File: src/ccl_pkg.sv
/*
 Constants and types for the condition flag logic.
 Assumes a single clock domain and a plain register port.
*/
package ccl_pkg;
    localparam logic [1:0] CCL_FLAG_REG_IDX = 2'h0;
    localparam logic [1:0] CCL_VERDICT_IDX = 2'h1;
    localparam logic [4:0] CCL_FLAGS_RESET = 5'h00;
    localparam int CCL_BIT_C = 0;
    localparam int CCL_BIT_V = 1;
    localparam int CCL_BIT_Z = 2;
    localparam int CCL_BIT_N = 3;
    localparam int CCL_BIT_X = 4;
    localparam logic [1:0] CCL_SZ_BYTE = 2'h0;
    localparam logic [1:0] CCL_SZ_WORD = 2'h1;
    localparam logic [1:0] CCL_SZ_LONG = 2'h2;
    localparam logic [3:0] CCL_CC_T = 4'h0;
    localparam logic [3:0] CCL_CC_F = 4'h1;
    localparam logic [3:0] CCL_CC_UNSIGNED_HIGHER = 4'h2;
    localparam logic [3:0] CCL_CC_UNSIGNED_LOWER_OR_SAME = 4'h3;
    localparam logic [3:0] CCL_CC_CARRY_CLEAR = 4'h4;
    localparam logic [3:0] CCL_CC_CARRY_SET = 4'h5;
    localparam logic [3:0] CCL_CC_NOT_SAME = 4'h6;
    localparam logic [3:0] CCL_CC_SAME_VALUE_TEST = 4'h7;
    localparam logic [3:0] CCL_CC_OVF_CLEAR = 4'h8;
    localparam logic [3:0] CCL_CC_OVF_SET = 4'h9;
    localparam logic [3:0] CCL_CC_PLUS = 4'hA;
    localparam logic [3:0] CCL_CC_MINUS = 4'hB;
    localparam logic [3:0] CCL_CC_SIGNED_AT_LEAST = 4'hC;
    localparam logic [3:0] CCL_CC_SIGNED_BELOW = 4'hD;
    localparam logic [3:0] CCL_CC_SIGNED_ABOVE = 4'hE;
    localparam logic [3:0] CCL_CC_SIGNED_AT_MOST = 4'hF;

    typedef enum logic [4:0] {
        CCL_OP_NONE,
        CCL_OP_PLAIN_SUM,
        CCL_OP_SUM_WITH_EXTEND,
        CCL_OP_PLAIN_DIFFERENCE,
        CCL_OP_DIFFERENCE_WITH_EXTEND,
        CCL_OP_COMPARE,
        CCL_OP_TWOS_COMPLEMENT,
        CCL_OP_COMPLEMENT_WITH_EXTEND,
        CCL_OP_DECIMAL_SUM,
        CCL_OP_DECIMAL_DIFFERENCE,
        CCL_OP_DECIMAL_COMPLEMENT,
        CCL_OP_TRANSFER,
        CCL_OP_BITWISE_LOGIC,
        CCL_OP_QUOTIENT,
        CCL_OP_SINGLE_BIT,
        CCL_OP_ARITH_RIGHT_SHIFT,
        CCL_OP_LOGIC_RIGHT_SHIFT,
        CCL_OP_LOGIC_LEFT_SHIFT,
        CCL_OP_ARITH_LEFT_SHIFT,
        CCL_OP_PLAIN_ROTATE_RIGHT,
        CCL_OP_PLAIN_ROTATE_LEFT,
        CCL_OP_ROTATE_X_RIGHT,
        CCL_OP_ROTATE_X_LEFT
    } ccl_op_t;
endpackage : ccl_pkg

File: src/ccl_condition_code_logic.sv
/*
 Condition flag logic: updates five flags after each datapath operation
 and judges a 4-bit condition code against the current flags.
 Assumes the datapath presents operands, result, size and class as
 same-clock signals with a one-cycle op_valid strobe; shift operands
 give the destination value before the shift.
*/
// The register offsets and the address-and-strobe port were decided locally.
`timescale 1ns/1ps
`default_nettype none
module ccl_condition_code_logic
    import ccl_pkg::*;
(
    input wire logic mclk,
    input wire logic resetn,
    input wire logic op_valid,
    input wire ccl_op_t op_class,
    input wire logic [1:0] op_size,
    input wire logic [31:0] src_operand,
    input wire logic [31:0] dst_operand,
    input wire logic [31:0] result,
    input wire logic [5:0] shift_count,
    input wire logic [4:0] bit_number,
    input wire logic decimal_carry,
    input wire logic division_overflow,
    input wire logic [3:0] cond_code,
    input wire logic [1:0] reg_addr,
    input wire logic [31:0] reg_wdata,
    input wire logic reg_wr,
    input wire logic reg_rd,
    output logic [31:0] reg_rdata,
    output logic [4:0] flags,
    output logic cond_true
);
    logic [4:0] flags_ff;
    logic [4:0] nxt_flags;
    logic cond_ff;
    logic [31:0] rdata_ff;
    logic [31:0] nxt_rdata;

    // Sign bits and zero test at operand size
    wire logic [5:0] top_idx;
    wire logic s_m;
    wire logic d_m;
    wire logic r_m;
    wire logic [31:0] size_mask;
    wire logic r_zero;
    assign top_idx = (op_size == CCL_SZ_BYTE) ? 6'h07 : (op_size == CCL_SZ_WORD) ? 6'h0F : 6'h1F;
    assign size_mask = (op_size == CCL_SZ_BYTE) ? 32'h000000FF :
                       (op_size == CCL_SZ_WORD) ? 32'h0000FFFF : 32'hFFFFFFFF;
    assign s_m = src_operand[top_idx[4:0]];
    assign d_m = dst_operand[top_idx[4:0]];
    assign r_m = result[top_idx[4:0]];
    assign r_zero = ((result & size_mask) == 32'h00000000);

    wire logic cur_c;
    wire logic cur_v;
    wire logic cur_z;
    wire logic cur_n;
    wire logic cur_x;
    assign cur_c = flags_ff[CCL_BIT_C];
    assign cur_v = flags_ff[CCL_BIT_V];
    assign cur_z = flags_ff[CCL_BIT_Z];
    assign cur_n = flags_ff[CCL_BIT_N];
    assign cur_x = flags_ff[CCL_BIT_X];

    // Arithmetic formulas
    wire logic add_v;
    wire logic add_c;
    wire logic sub_v;
    wire logic sub_c;
    wire logic neg_v;
    wire logic neg_c;
    assign add_v = (s_m & d_m & ~r_m) | (~s_m & ~d_m & r_m);
    assign add_c = (s_m & d_m) | (~r_m & d_m) | (s_m & ~r_m);
    assign sub_v = (~s_m & d_m & ~r_m) | (s_m & ~d_m & r_m);
    assign sub_c = (s_m & ~d_m) | (r_m & ~d_m) | (s_m & r_m);
    assign neg_v = d_m & r_m;
    assign neg_c = d_m | r_m;
    wire logic sticky_z;
    assign sticky_z = cur_z & r_zero;

    // Shift carry and left arithmetic overflow
    wire logic cnt_zero;
    wire logic [5:0] right_idx;
    wire logic [5:0] left_idx;
    wire logic right_out;
    wire logic left_out;
    wire logic [31:0] asl_span;
    wire logic asl_v;
    assign cnt_zero = (shift_count == 6'h00);
    assign right_idx = shift_count - 6'h01;
    assign left_idx = top_idx - shift_count + 6'h01;
    // Counts beyond the operand width read the padding as zero
    assign right_out = (right_idx <= top_idx) ? dst_operand[right_idx[4:0]] : 1'b0;
    assign left_out = (left_idx <= top_idx) ? dst_operand[left_idx[4:0]] : 1'b0;
    // Bits m..m-r must all match or the top bit changed
    assign asl_span = ~(32'hFFFFFFFF << (shift_count > top_idx ? top_idx + 6'h01 : shift_count + 6'h01))
                      << (shift_count > top_idx ? 6'h00 : top_idx - shift_count);
    assign asl_v = ((dst_operand & asl_span) != 32'h00000000) && ((dst_operand & asl_span) != asl_span);

    wire logic tested_bit;
    assign tested_bit = dst_operand[bit_number];

    // Flag update; undefined flags are kept, a legal choice for any value
    always_comb
    begin
        nxt_flags = flags_ff;
        if (op_valid)
        begin
            case (op_class)
                CCL_OP_PLAIN_SUM:
                begin
                    nxt_flags = {add_c, r_m, r_zero, add_v, add_c};
                end
                CCL_OP_SUM_WITH_EXTEND:
                begin
                    nxt_flags = {add_c, r_m, sticky_z, add_v, add_c};
                end
                CCL_OP_PLAIN_DIFFERENCE:
                begin
                    nxt_flags = {sub_c, r_m, r_zero, sub_v, sub_c};
                end
                CCL_OP_DIFFERENCE_WITH_EXTEND:
                begin
                    nxt_flags = {sub_c, r_m, sticky_z, sub_v, sub_c};
                end
                CCL_OP_COMPARE:
                begin
                    nxt_flags = {cur_x, r_m, r_zero, sub_v, sub_c};
                end
                CCL_OP_TWOS_COMPLEMENT:
                begin
                    nxt_flags = {neg_c, r_m, r_zero, neg_v, neg_c};
                end
                CCL_OP_COMPLEMENT_WITH_EXTEND:
                begin
                    nxt_flags = {neg_c, r_m, sticky_z, neg_v, neg_c};
                end
                CCL_OP_DECIMAL_SUM, CCL_OP_DECIMAL_DIFFERENCE, CCL_OP_DECIMAL_COMPLEMENT:
                begin
                    nxt_flags = {decimal_carry, cur_n, sticky_z, cur_v, decimal_carry};
                end
                CCL_OP_TRANSFER, CCL_OP_BITWISE_LOGIC:
                begin
                    nxt_flags = {cur_x, r_m, r_zero, 1'b0, 1'b0};
                end
                CCL_OP_QUOTIENT:
                begin
                    nxt_flags = {cur_x, r_m, r_zero, division_overflow, 1'b0};
                end
                CCL_OP_SINGLE_BIT:
                begin
                    nxt_flags[CCL_BIT_Z] = ~tested_bit;
                end
                CCL_OP_ARITH_RIGHT_SHIFT, CCL_OP_LOGIC_RIGHT_SHIFT:
                begin
                    nxt_flags = cnt_zero ? {cur_x, r_m, r_zero, 1'b0, 1'b0}
                                         : {right_out, r_m, r_zero, 1'b0, right_out};
                end
                CCL_OP_LOGIC_LEFT_SHIFT:
                begin
                    nxt_flags = cnt_zero ? {cur_x, r_m, r_zero, 1'b0, 1'b0}
                                         : {left_out, r_m, r_zero, 1'b0, left_out};
                end
                CCL_OP_ARITH_LEFT_SHIFT:
                begin
                    nxt_flags = cnt_zero ? {cur_x, r_m, r_zero, 1'b0, 1'b0}
                                         : {left_out, r_m, r_zero, asl_v, left_out};
                end
                CCL_OP_PLAIN_ROTATE_RIGHT:
                begin
                    nxt_flags = {cur_x, r_m, r_zero, 1'b0, cnt_zero ? 1'b0 : right_out};
                end
                CCL_OP_PLAIN_ROTATE_LEFT:
                begin
                    nxt_flags = {cur_x, r_m, r_zero, 1'b0, cnt_zero ? 1'b0 : left_out};
                end
                CCL_OP_ROTATE_X_RIGHT:
                begin
                    nxt_flags = cnt_zero ? {cur_x, r_m, r_zero, 1'b0, cur_x}
                                         : {right_out, r_m, r_zero, 1'b0, right_out};
                end
                CCL_OP_ROTATE_X_LEFT:
                begin
                    nxt_flags = cnt_zero ? {cur_x, r_m, r_zero, 1'b0, cur_x}
                                         : {left_out, r_m, r_zero, 1'b0, left_out};
                end
                default:
                begin
                    nxt_flags = flags_ff;
                end
            endcase
        end
        else if (reg_wr && reg_addr == CCL_FLAG_REG_IDX)
        begin
            // Datapath update wins over a software write in the same cycle
            nxt_flags = reg_wdata[4:0];
        end
    end

    // Condition verdict
    logic nxt_cond;
    always_comb
    begin
        nxt_cond = 1'b0;
        case (cond_code)
            CCL_CC_T: nxt_cond = 1'b1;
            CCL_CC_F: nxt_cond = 1'b0;
            CCL_CC_UNSIGNED_HIGHER: nxt_cond = ~cur_c & ~cur_z;
            CCL_CC_UNSIGNED_LOWER_OR_SAME: nxt_cond = cur_c | cur_z;
            CCL_CC_CARRY_CLEAR: nxt_cond = ~cur_c;
            CCL_CC_CARRY_SET: nxt_cond = cur_c;
            CCL_CC_NOT_SAME: nxt_cond = ~cur_z;
            CCL_CC_SAME_VALUE_TEST: nxt_cond = cur_z;
            CCL_CC_OVF_CLEAR: nxt_cond = ~cur_v;
            CCL_CC_OVF_SET: nxt_cond = cur_v;
            CCL_CC_PLUS: nxt_cond = ~cur_n;
            CCL_CC_MINUS: nxt_cond = cur_n;
            CCL_CC_SIGNED_AT_LEAST: nxt_cond = (cur_n & cur_v) | (~cur_n & ~cur_v);
            CCL_CC_SIGNED_BELOW: nxt_cond = (cur_n & ~cur_v) | (~cur_n & cur_v);
            CCL_CC_SIGNED_ABOVE: nxt_cond = (cur_n & cur_v & ~cur_z) | (~cur_n & ~cur_v & ~cur_z);
            CCL_CC_SIGNED_AT_MOST: nxt_cond = cur_z | (cur_n & ~cur_v) | (~cur_n & cur_v);
            default: nxt_cond = 1'b0;
        endcase
    end

    assign nxt_rdata = !reg_rd ? 32'h00000000 :
                       (reg_addr == CCL_FLAG_REG_IDX) ? {27'h0000000, flags_ff} :
                       (reg_addr == CCL_VERDICT_IDX) ? {31'h00000000, cond_ff} : 32'h00000000;

    always_ff @(posedge mclk or negedge resetn)
    begin
        if (!resetn)
        begin
            flags_ff <= CCL_FLAGS_RESET;
            cond_ff <= 1'b0;
            rdata_ff <= 32'h00000000;
        end
        else
        begin
            flags_ff <= nxt_flags;
            cond_ff <= nxt_cond;
            rdata_ff <= nxt_rdata;
        end
    end

    assign reg_rdata = rdata_ff;
    assign flags = flags_ff;
    assign cond_true = cond_ff;

    a_sum_carry: assert property (@(posedge mclk) disable iff (!resetn)
        op_valid && op_class == CCL_OP_PLAIN_SUM |=> flags[CCL_BIT_C] == $past(add_c) && flags[CCL_BIT_X] == $past(add_c))
        else $error("sum carry wrong");
    a_sub_borrow: assert property (@(posedge mclk) disable iff (!resetn)
        op_valid && op_class == CCL_OP_PLAIN_DIFFERENCE |=> flags[CCL_BIT_C] == $past(sub_c))
        else $error("difference borrow wrong");
    a_cmp_keeps_x: assert property (@(posedge mclk) disable iff (!resetn)
        op_valid && op_class == CCL_OP_COMPARE |=> $stable(flags[CCL_BIT_X]))
        else $error("compare changed extend");
    a_logic_clears_vc: assert property (@(posedge mclk) disable iff (!resetn)
        op_valid && (op_class == CCL_OP_TRANSFER || op_class == CCL_OP_BITWISE_LOGIC)
        |=> flags[1:0] == 2'h0 && $stable(flags[CCL_BIT_X]))
        else $error("logic op flags wrong");
    a_sticky_zero: assert property (@(posedge mclk) disable iff (!resetn)
        op_valid && op_class == CCL_OP_SUM_WITH_EXTEND && !flags[CCL_BIT_Z] |=> !flags[CCL_BIT_Z])
        else $error("zero set by extend op");
    a_bit_test: assert property (@(posedge mclk) disable iff (!resetn)
        op_valid && op_class == CCL_OP_SINGLE_BIT
        |=> flags[CCL_BIT_Z] == !$past(tested_bit) && flags[4:3] == $past(flags[4:3]))
        else $error("bit test flags wrong");
    a_rox_zero_cnt: assert property (@(posedge mclk) disable iff (!resetn)
        op_valid && op_class == CCL_OP_ROTATE_X_LEFT && cnt_zero |=> flags[CCL_BIT_C] == flags[CCL_BIT_X])
        else $error("zero count rotate carry");
    a_eq_verdict: assert property (@(posedge mclk) disable iff (!resetn)
        cond_code == CCL_CC_SAME_VALUE_TEST |=> cond_true == $past(flags[CCL_BIT_Z]))
        else $error("equal verdict wrong");
    a_ge_verdict: assert property (@(posedge mclk) disable iff (!resetn)
        cond_code == CCL_CC_SIGNED_AT_LEAST |=> cond_true == ($past(flags[CCL_BIT_N]) == $past(flags[CCL_BIT_V])))
        else $error("signed at least wrong");
    a_hi_verdict: assert property (@(posedge mclk) disable iff (!resetn)
        cond_code == CCL_CC_UNSIGNED_HIGHER |=> cond_true == !($past(flags[CCL_BIT_C]) || $past(flags[CCL_BIT_Z])))
        else $error("unsigned higher wrong");
    a_false_code: assert property (@(posedge mclk) disable iff (!resetn)
        cond_code == CCL_CC_F |=> !cond_true)
        else $error("false code true");
    c_add_overflow: cover property (@(posedge mclk) disable iff (!resetn)
        op_valid && op_class == CCL_OP_PLAIN_SUM ##1 flags[CCL_BIT_V]);
    c_asl_overflow: cover property (@(posedge mclk) disable iff (!resetn)
        op_valid && op_class == CCL_OP_ARITH_LEFT_SHIFT ##1 flags[CCL_BIT_V]);
    c_le_true: cover property (@(posedge mclk) disable iff (!resetn)
        cond_code == CCL_CC_SIGNED_AT_MOST ##1 cond_true);
endmodule : ccl_condition_code_logic
`default_nettype wire

File: config.mk
export PLATFORM = sky130hd
export DESIGN_NAME = ccl_condition_code_logic
export DESIGN_NICKNAME = d
export VERILOG_FILES = /design/src/ccl_pkg.sv /design/src/ccl_condition_code_logic.sv
export SDC_FILE = /design/constraint.sdc
export NUM_CORES = 1
export LEC_CHECK = 0
export BUFFER_PORTS_ARGS = -buffer_cell sky130_fd_sc_hd__buf_4
export CELL_PAD_IN_SITES_DETAIL_PLACEMENT = 0
export CELL_PAD_IN_SITES_GLOBAL_PLACEMENT = 1
export CORE_MARGIN = 4
export CORE_UTILIZATION = 40
export DETAILED_ROUTE_END_ITERATION = 12
export HOLD_SLACK_MARGIN = 0.02
export PLACE_DENSITY_LB_ADDON = 0.12
export REMOVE_ABC_BUFFERS = 1
export SYNTH_ARGS = -nofsm -noshare
export SYNTH_HDL_FRONTEND = slang
export SYNTH_SLANG_ARGS = --single-unit
File: constraint.sdc
create_clock -name mclk -period 3.5 [get_ports mclk]
set_clock_uncertainty 0.1 [all_clocks]
set_input_delay 0.175 -clock mclk [delete_from_list [all_inputs] [get_ports mclk]]
set_output_delay 0.175 -clock mclk [all_outputs]
set_load 0.02 [all_outputs]
==> results.cfg <==
[worst_hold_path]
hold_class = input pin to flop
min_path_cells = 2
min_to = reg_rdata[1]
min_from = reg_addr[0]

[sta]
worstMarginPinSlew_ns = 0.950
rsz0062_at_grt = true
fmax_mhz = 253
fin_ws_ns = -0.452
slew_headroom = 0.367
layout_min_cycle_time_ns = 3.95
setup_tns_ns = -0.452
drv_slew = 0
finalSetupViolCount = 1
finalCritPeriodShare = 1.13
hold_viol_final = 0

[critical_path]
slowest_stage = a2111oi_0
crit_path_frequent_cell = ha_4
r2r_cells = 5
cp_max_fo = 7
arrival_ns = 4.02
timing.rr.end = flags[1]
r2r_slack_ns = 1.36
path_class = input pin to flop
r2r-start = flags[1]
timing.critical_path.to_type = flop
cp-start-kind = input pin
critical_path.cell_chain = buf_6 -> or2_4 -> inv_4 -> ha_4 -> nor2b_4 -> o21ai_2 -> nor2_2 -> inv_2 -> ha_4 -> inv_4 -> ha_4 -> buf_6 -> buf_4 -> nor3_1 -> o21ai_1 -> nand3_1 -> nor3_1 -> a31oi_2 -> nor2_1 -> a2111oi_0 -> nor4_2 -> buf_4 -> a41oi_2
worst_ep_required_time_ns = 3.56
cpPeakStageDelay_ns = 0.60

[logic_synthesis]
ys_seq_area_frac = 0.0433
synth_top_cell_area_share = 0.0993
synth-xor-area-share = 0.0162
muxShareOfSynthArea = 0.130
synth_simple_gate_area_frac = 0.305
synth_fa_ha_area_frac = 0.0347
synth_ff_type = dfrtp_1
synth_area_per_cell_um2 = 7.05
yosysWarningCount = 0
synthDistinctLibCells = 102
synth-seq-cells = 11
syn_inst = 901
synth_edf_count = 0
ys_async_sr_fraction = 1.00
synth.area.top_cells = mux4_2 (9.9%), nand2_1 (5.0%), nor2_1 (4.9%)
synth_top_family_by_area = compound AO/OA/AOI/OAI gates
synth-compound-area-share = 0.359
synth_area_mm2 = 0.00635
synth_area_leader_cell = mux4_2

[die]
row_count = 45
die-area_mm2 = 0.0180
start_util = 0.413
pin_count = 197
fp.dieH_um = 134
die_w_um = 134
core_area_mm2 = 0.0154

[grt]
gr-usage-met3 = 0.0818
globalRouteTotalUtil = 0.356
antenna_found_initial = 0
met2_usage = 0.569
grt_max_degree = 36
grtUsageMet1 = 0.469
grt_first_pass_wirelength_mm = 50.2
grt_pass1_vias = 8708
busiest_layer = met2
overflow = 0

[layout]
drive_gt1_frac = 0.415
diodes = 0
syn_to_final_growth_pct = 47.2
final_core_util = 0.608
fill_cells = 1435
fin_nets = 1376
instances_no_fill = 1410

[cts]
cts_buffers = 3
htree_levels = 1
clk_pin_slew_ns = 0.05
ctsLongestPathBuffers = 2
cts_sinks = 11
root_buffer = clkbuf_16
cts_tree = yes
insertion_delay_ns = 0.25

[place]
dp_slack_ns = -1.03
gp_congestion = 1.03
dp.cells = 1393
post-dp-hpwl_mm = 26.5
port_buffers = 113

[drt]
firstDrtPassIters = 5
vias = 9139
wire_per_inst_um = 24.1
ant_nets = 0
wirelength_mm = 34.0
drtIter0Drc = 1019
drc_errors = 0
viasPerCell = 6.48

[power]
cellLeakagePower_nw = 4.00
power_w = 0.00238
max-vdd-ir-drop_mv = 0.135
power_density_mw_per_mm2 = 255

[status]
violations = setup timing
outcome = finished, violations left

[job]
maxCapViolations = 0
synth_stat cells (11+ instances only):
cell,instances
nand2_1,84
mux4_2,28
o211ai_1,22
o22ai_1,13
inv_1,29
nand3_1,32
buf_6,11
nor2_1,83
dfrtp_1,11
ha_1,16
o21ai_0,47
a31oi_1,19
clkbuf_1,32
buf_4,32
buf_2,16
a22oi_1,11
mux2i_1,14
nor3_1,40
nand4_1,19
a21oi_1,60
nor2b_1,12
nand2b_1,12
nor4_1,22
where the power goes:
group          switching [W]  leakage, nW  internal (W)
clock network      0.0000678       0.0382      0.000154
logic                0.00109         3.82      0.000901
registers          0.0000226        0.138      0.000142
flip-flops by register name, summed over array words and instances (netlist names):
| register | flops |
|---|---|
| reg_rdata | 5 |
| flags | 5 |
| cond_true | 1 |
area by class of cell:
| cell class | instances | area [µm²] | area share |
|---|---|---|---|
| multi-input combinational | 788 | 5830 | 0.624 |
| timing repair buffer | 361 | 2760 | 0.296 |
| sequential | 11 | 275 | 0.0294 |
| tap | 211 | 264 | 0.0282 |
| inverter | 35 | 136 | 0.0146 |
| clock buffer | 4 | 78.8 | 0.00843 |
layout by cell type (no fill, tap or decap), types with 7 or more instances in the layout:
master	n
a21oi_1	58
a22o_1	7
a22oi_1	11
a31oi_1	18
a32oi_1	9
and2_1	9
and3_1	9
buf_4	353
conb_1	27
dfrtp_1	11
ha_1	10
inv_1	27
mux2i_1	14
mux4_2	28
nand2_1	84
nand2b_1	10
nand3_1	32
nand4_1	19
nor2_1	81
nor2b_1	10
nor3_1	40
nor4_1	13
nor4_2	8
o211ai_1	22
o21ai_0	42
o21ai_1	15
o22ai_1	11
o31ai_1	7
or3_1	8
xnor2_1	8
worst max-delay path: cells and delay by family:
| kind | cells | cell delay [ns] |
|---|---|---|
| and+or+nand+nor | 8 | 1.03 |
| adders and majority gates | 3 | 0.53 |
| AOI/OAI and AO/OA | 5 | 1.53 |
| buffers and inverters | 7 | 0.74 |
worst max path at each step:
stage | from | slack [ns] | depth (start not counted) | to
detailed placement | op_size[1] | -1.03 | 22 | flags[1]
global placement | op_size[1] | -0.98 | 23 | flags[1]
floorplan | op_size[1] | -1.74 | 21 | flags[1]
CTS | op_size[1] | -0.45 | 24 | flags[1]
global route | op_size[1] | -0.61 | 23 | flags[1]
finish | op_size[1] | -0.45 | 23 | flags[1]
repair_timing:
item                                    CTS  global route
endpoints found under the setup margin    1             3
hold buffers                              1             0
buffers inserted                          5             7
pin swaps                                13            38
endpoints found under the hold margin    11             0
resized for setup                        29            53
per-layer routing:
metal | wire (µm) | up-vias
met4 | 1680 | 0
met5 | 0 | -
met2 | 15200 | 681
met3 | 4140 | 147
met1 | 12900 | 4276
li1 | - | 4035
stage by stage:
step	hold slack (ns)	area, µm²
floorplan	-0.221	5880
global placement	-0.0736	8780
detailed placement	-0.0738	8780
CTS	0.0290	9040
global route	0.0346	9350
finish	0.0267	9350
cells by family after synthesis:
| kind of cell | after synthesis |
|---|---|
| buf+inv | 128 |
| flops | 11 |
| fa+ha+maj | 17 |
| compound gates | 312 |
| xor+xnor | 10 |
| other cells | 1 |
| mux | 47 |
| simple gates | 375 |
(Power assumes the default switching activity.)
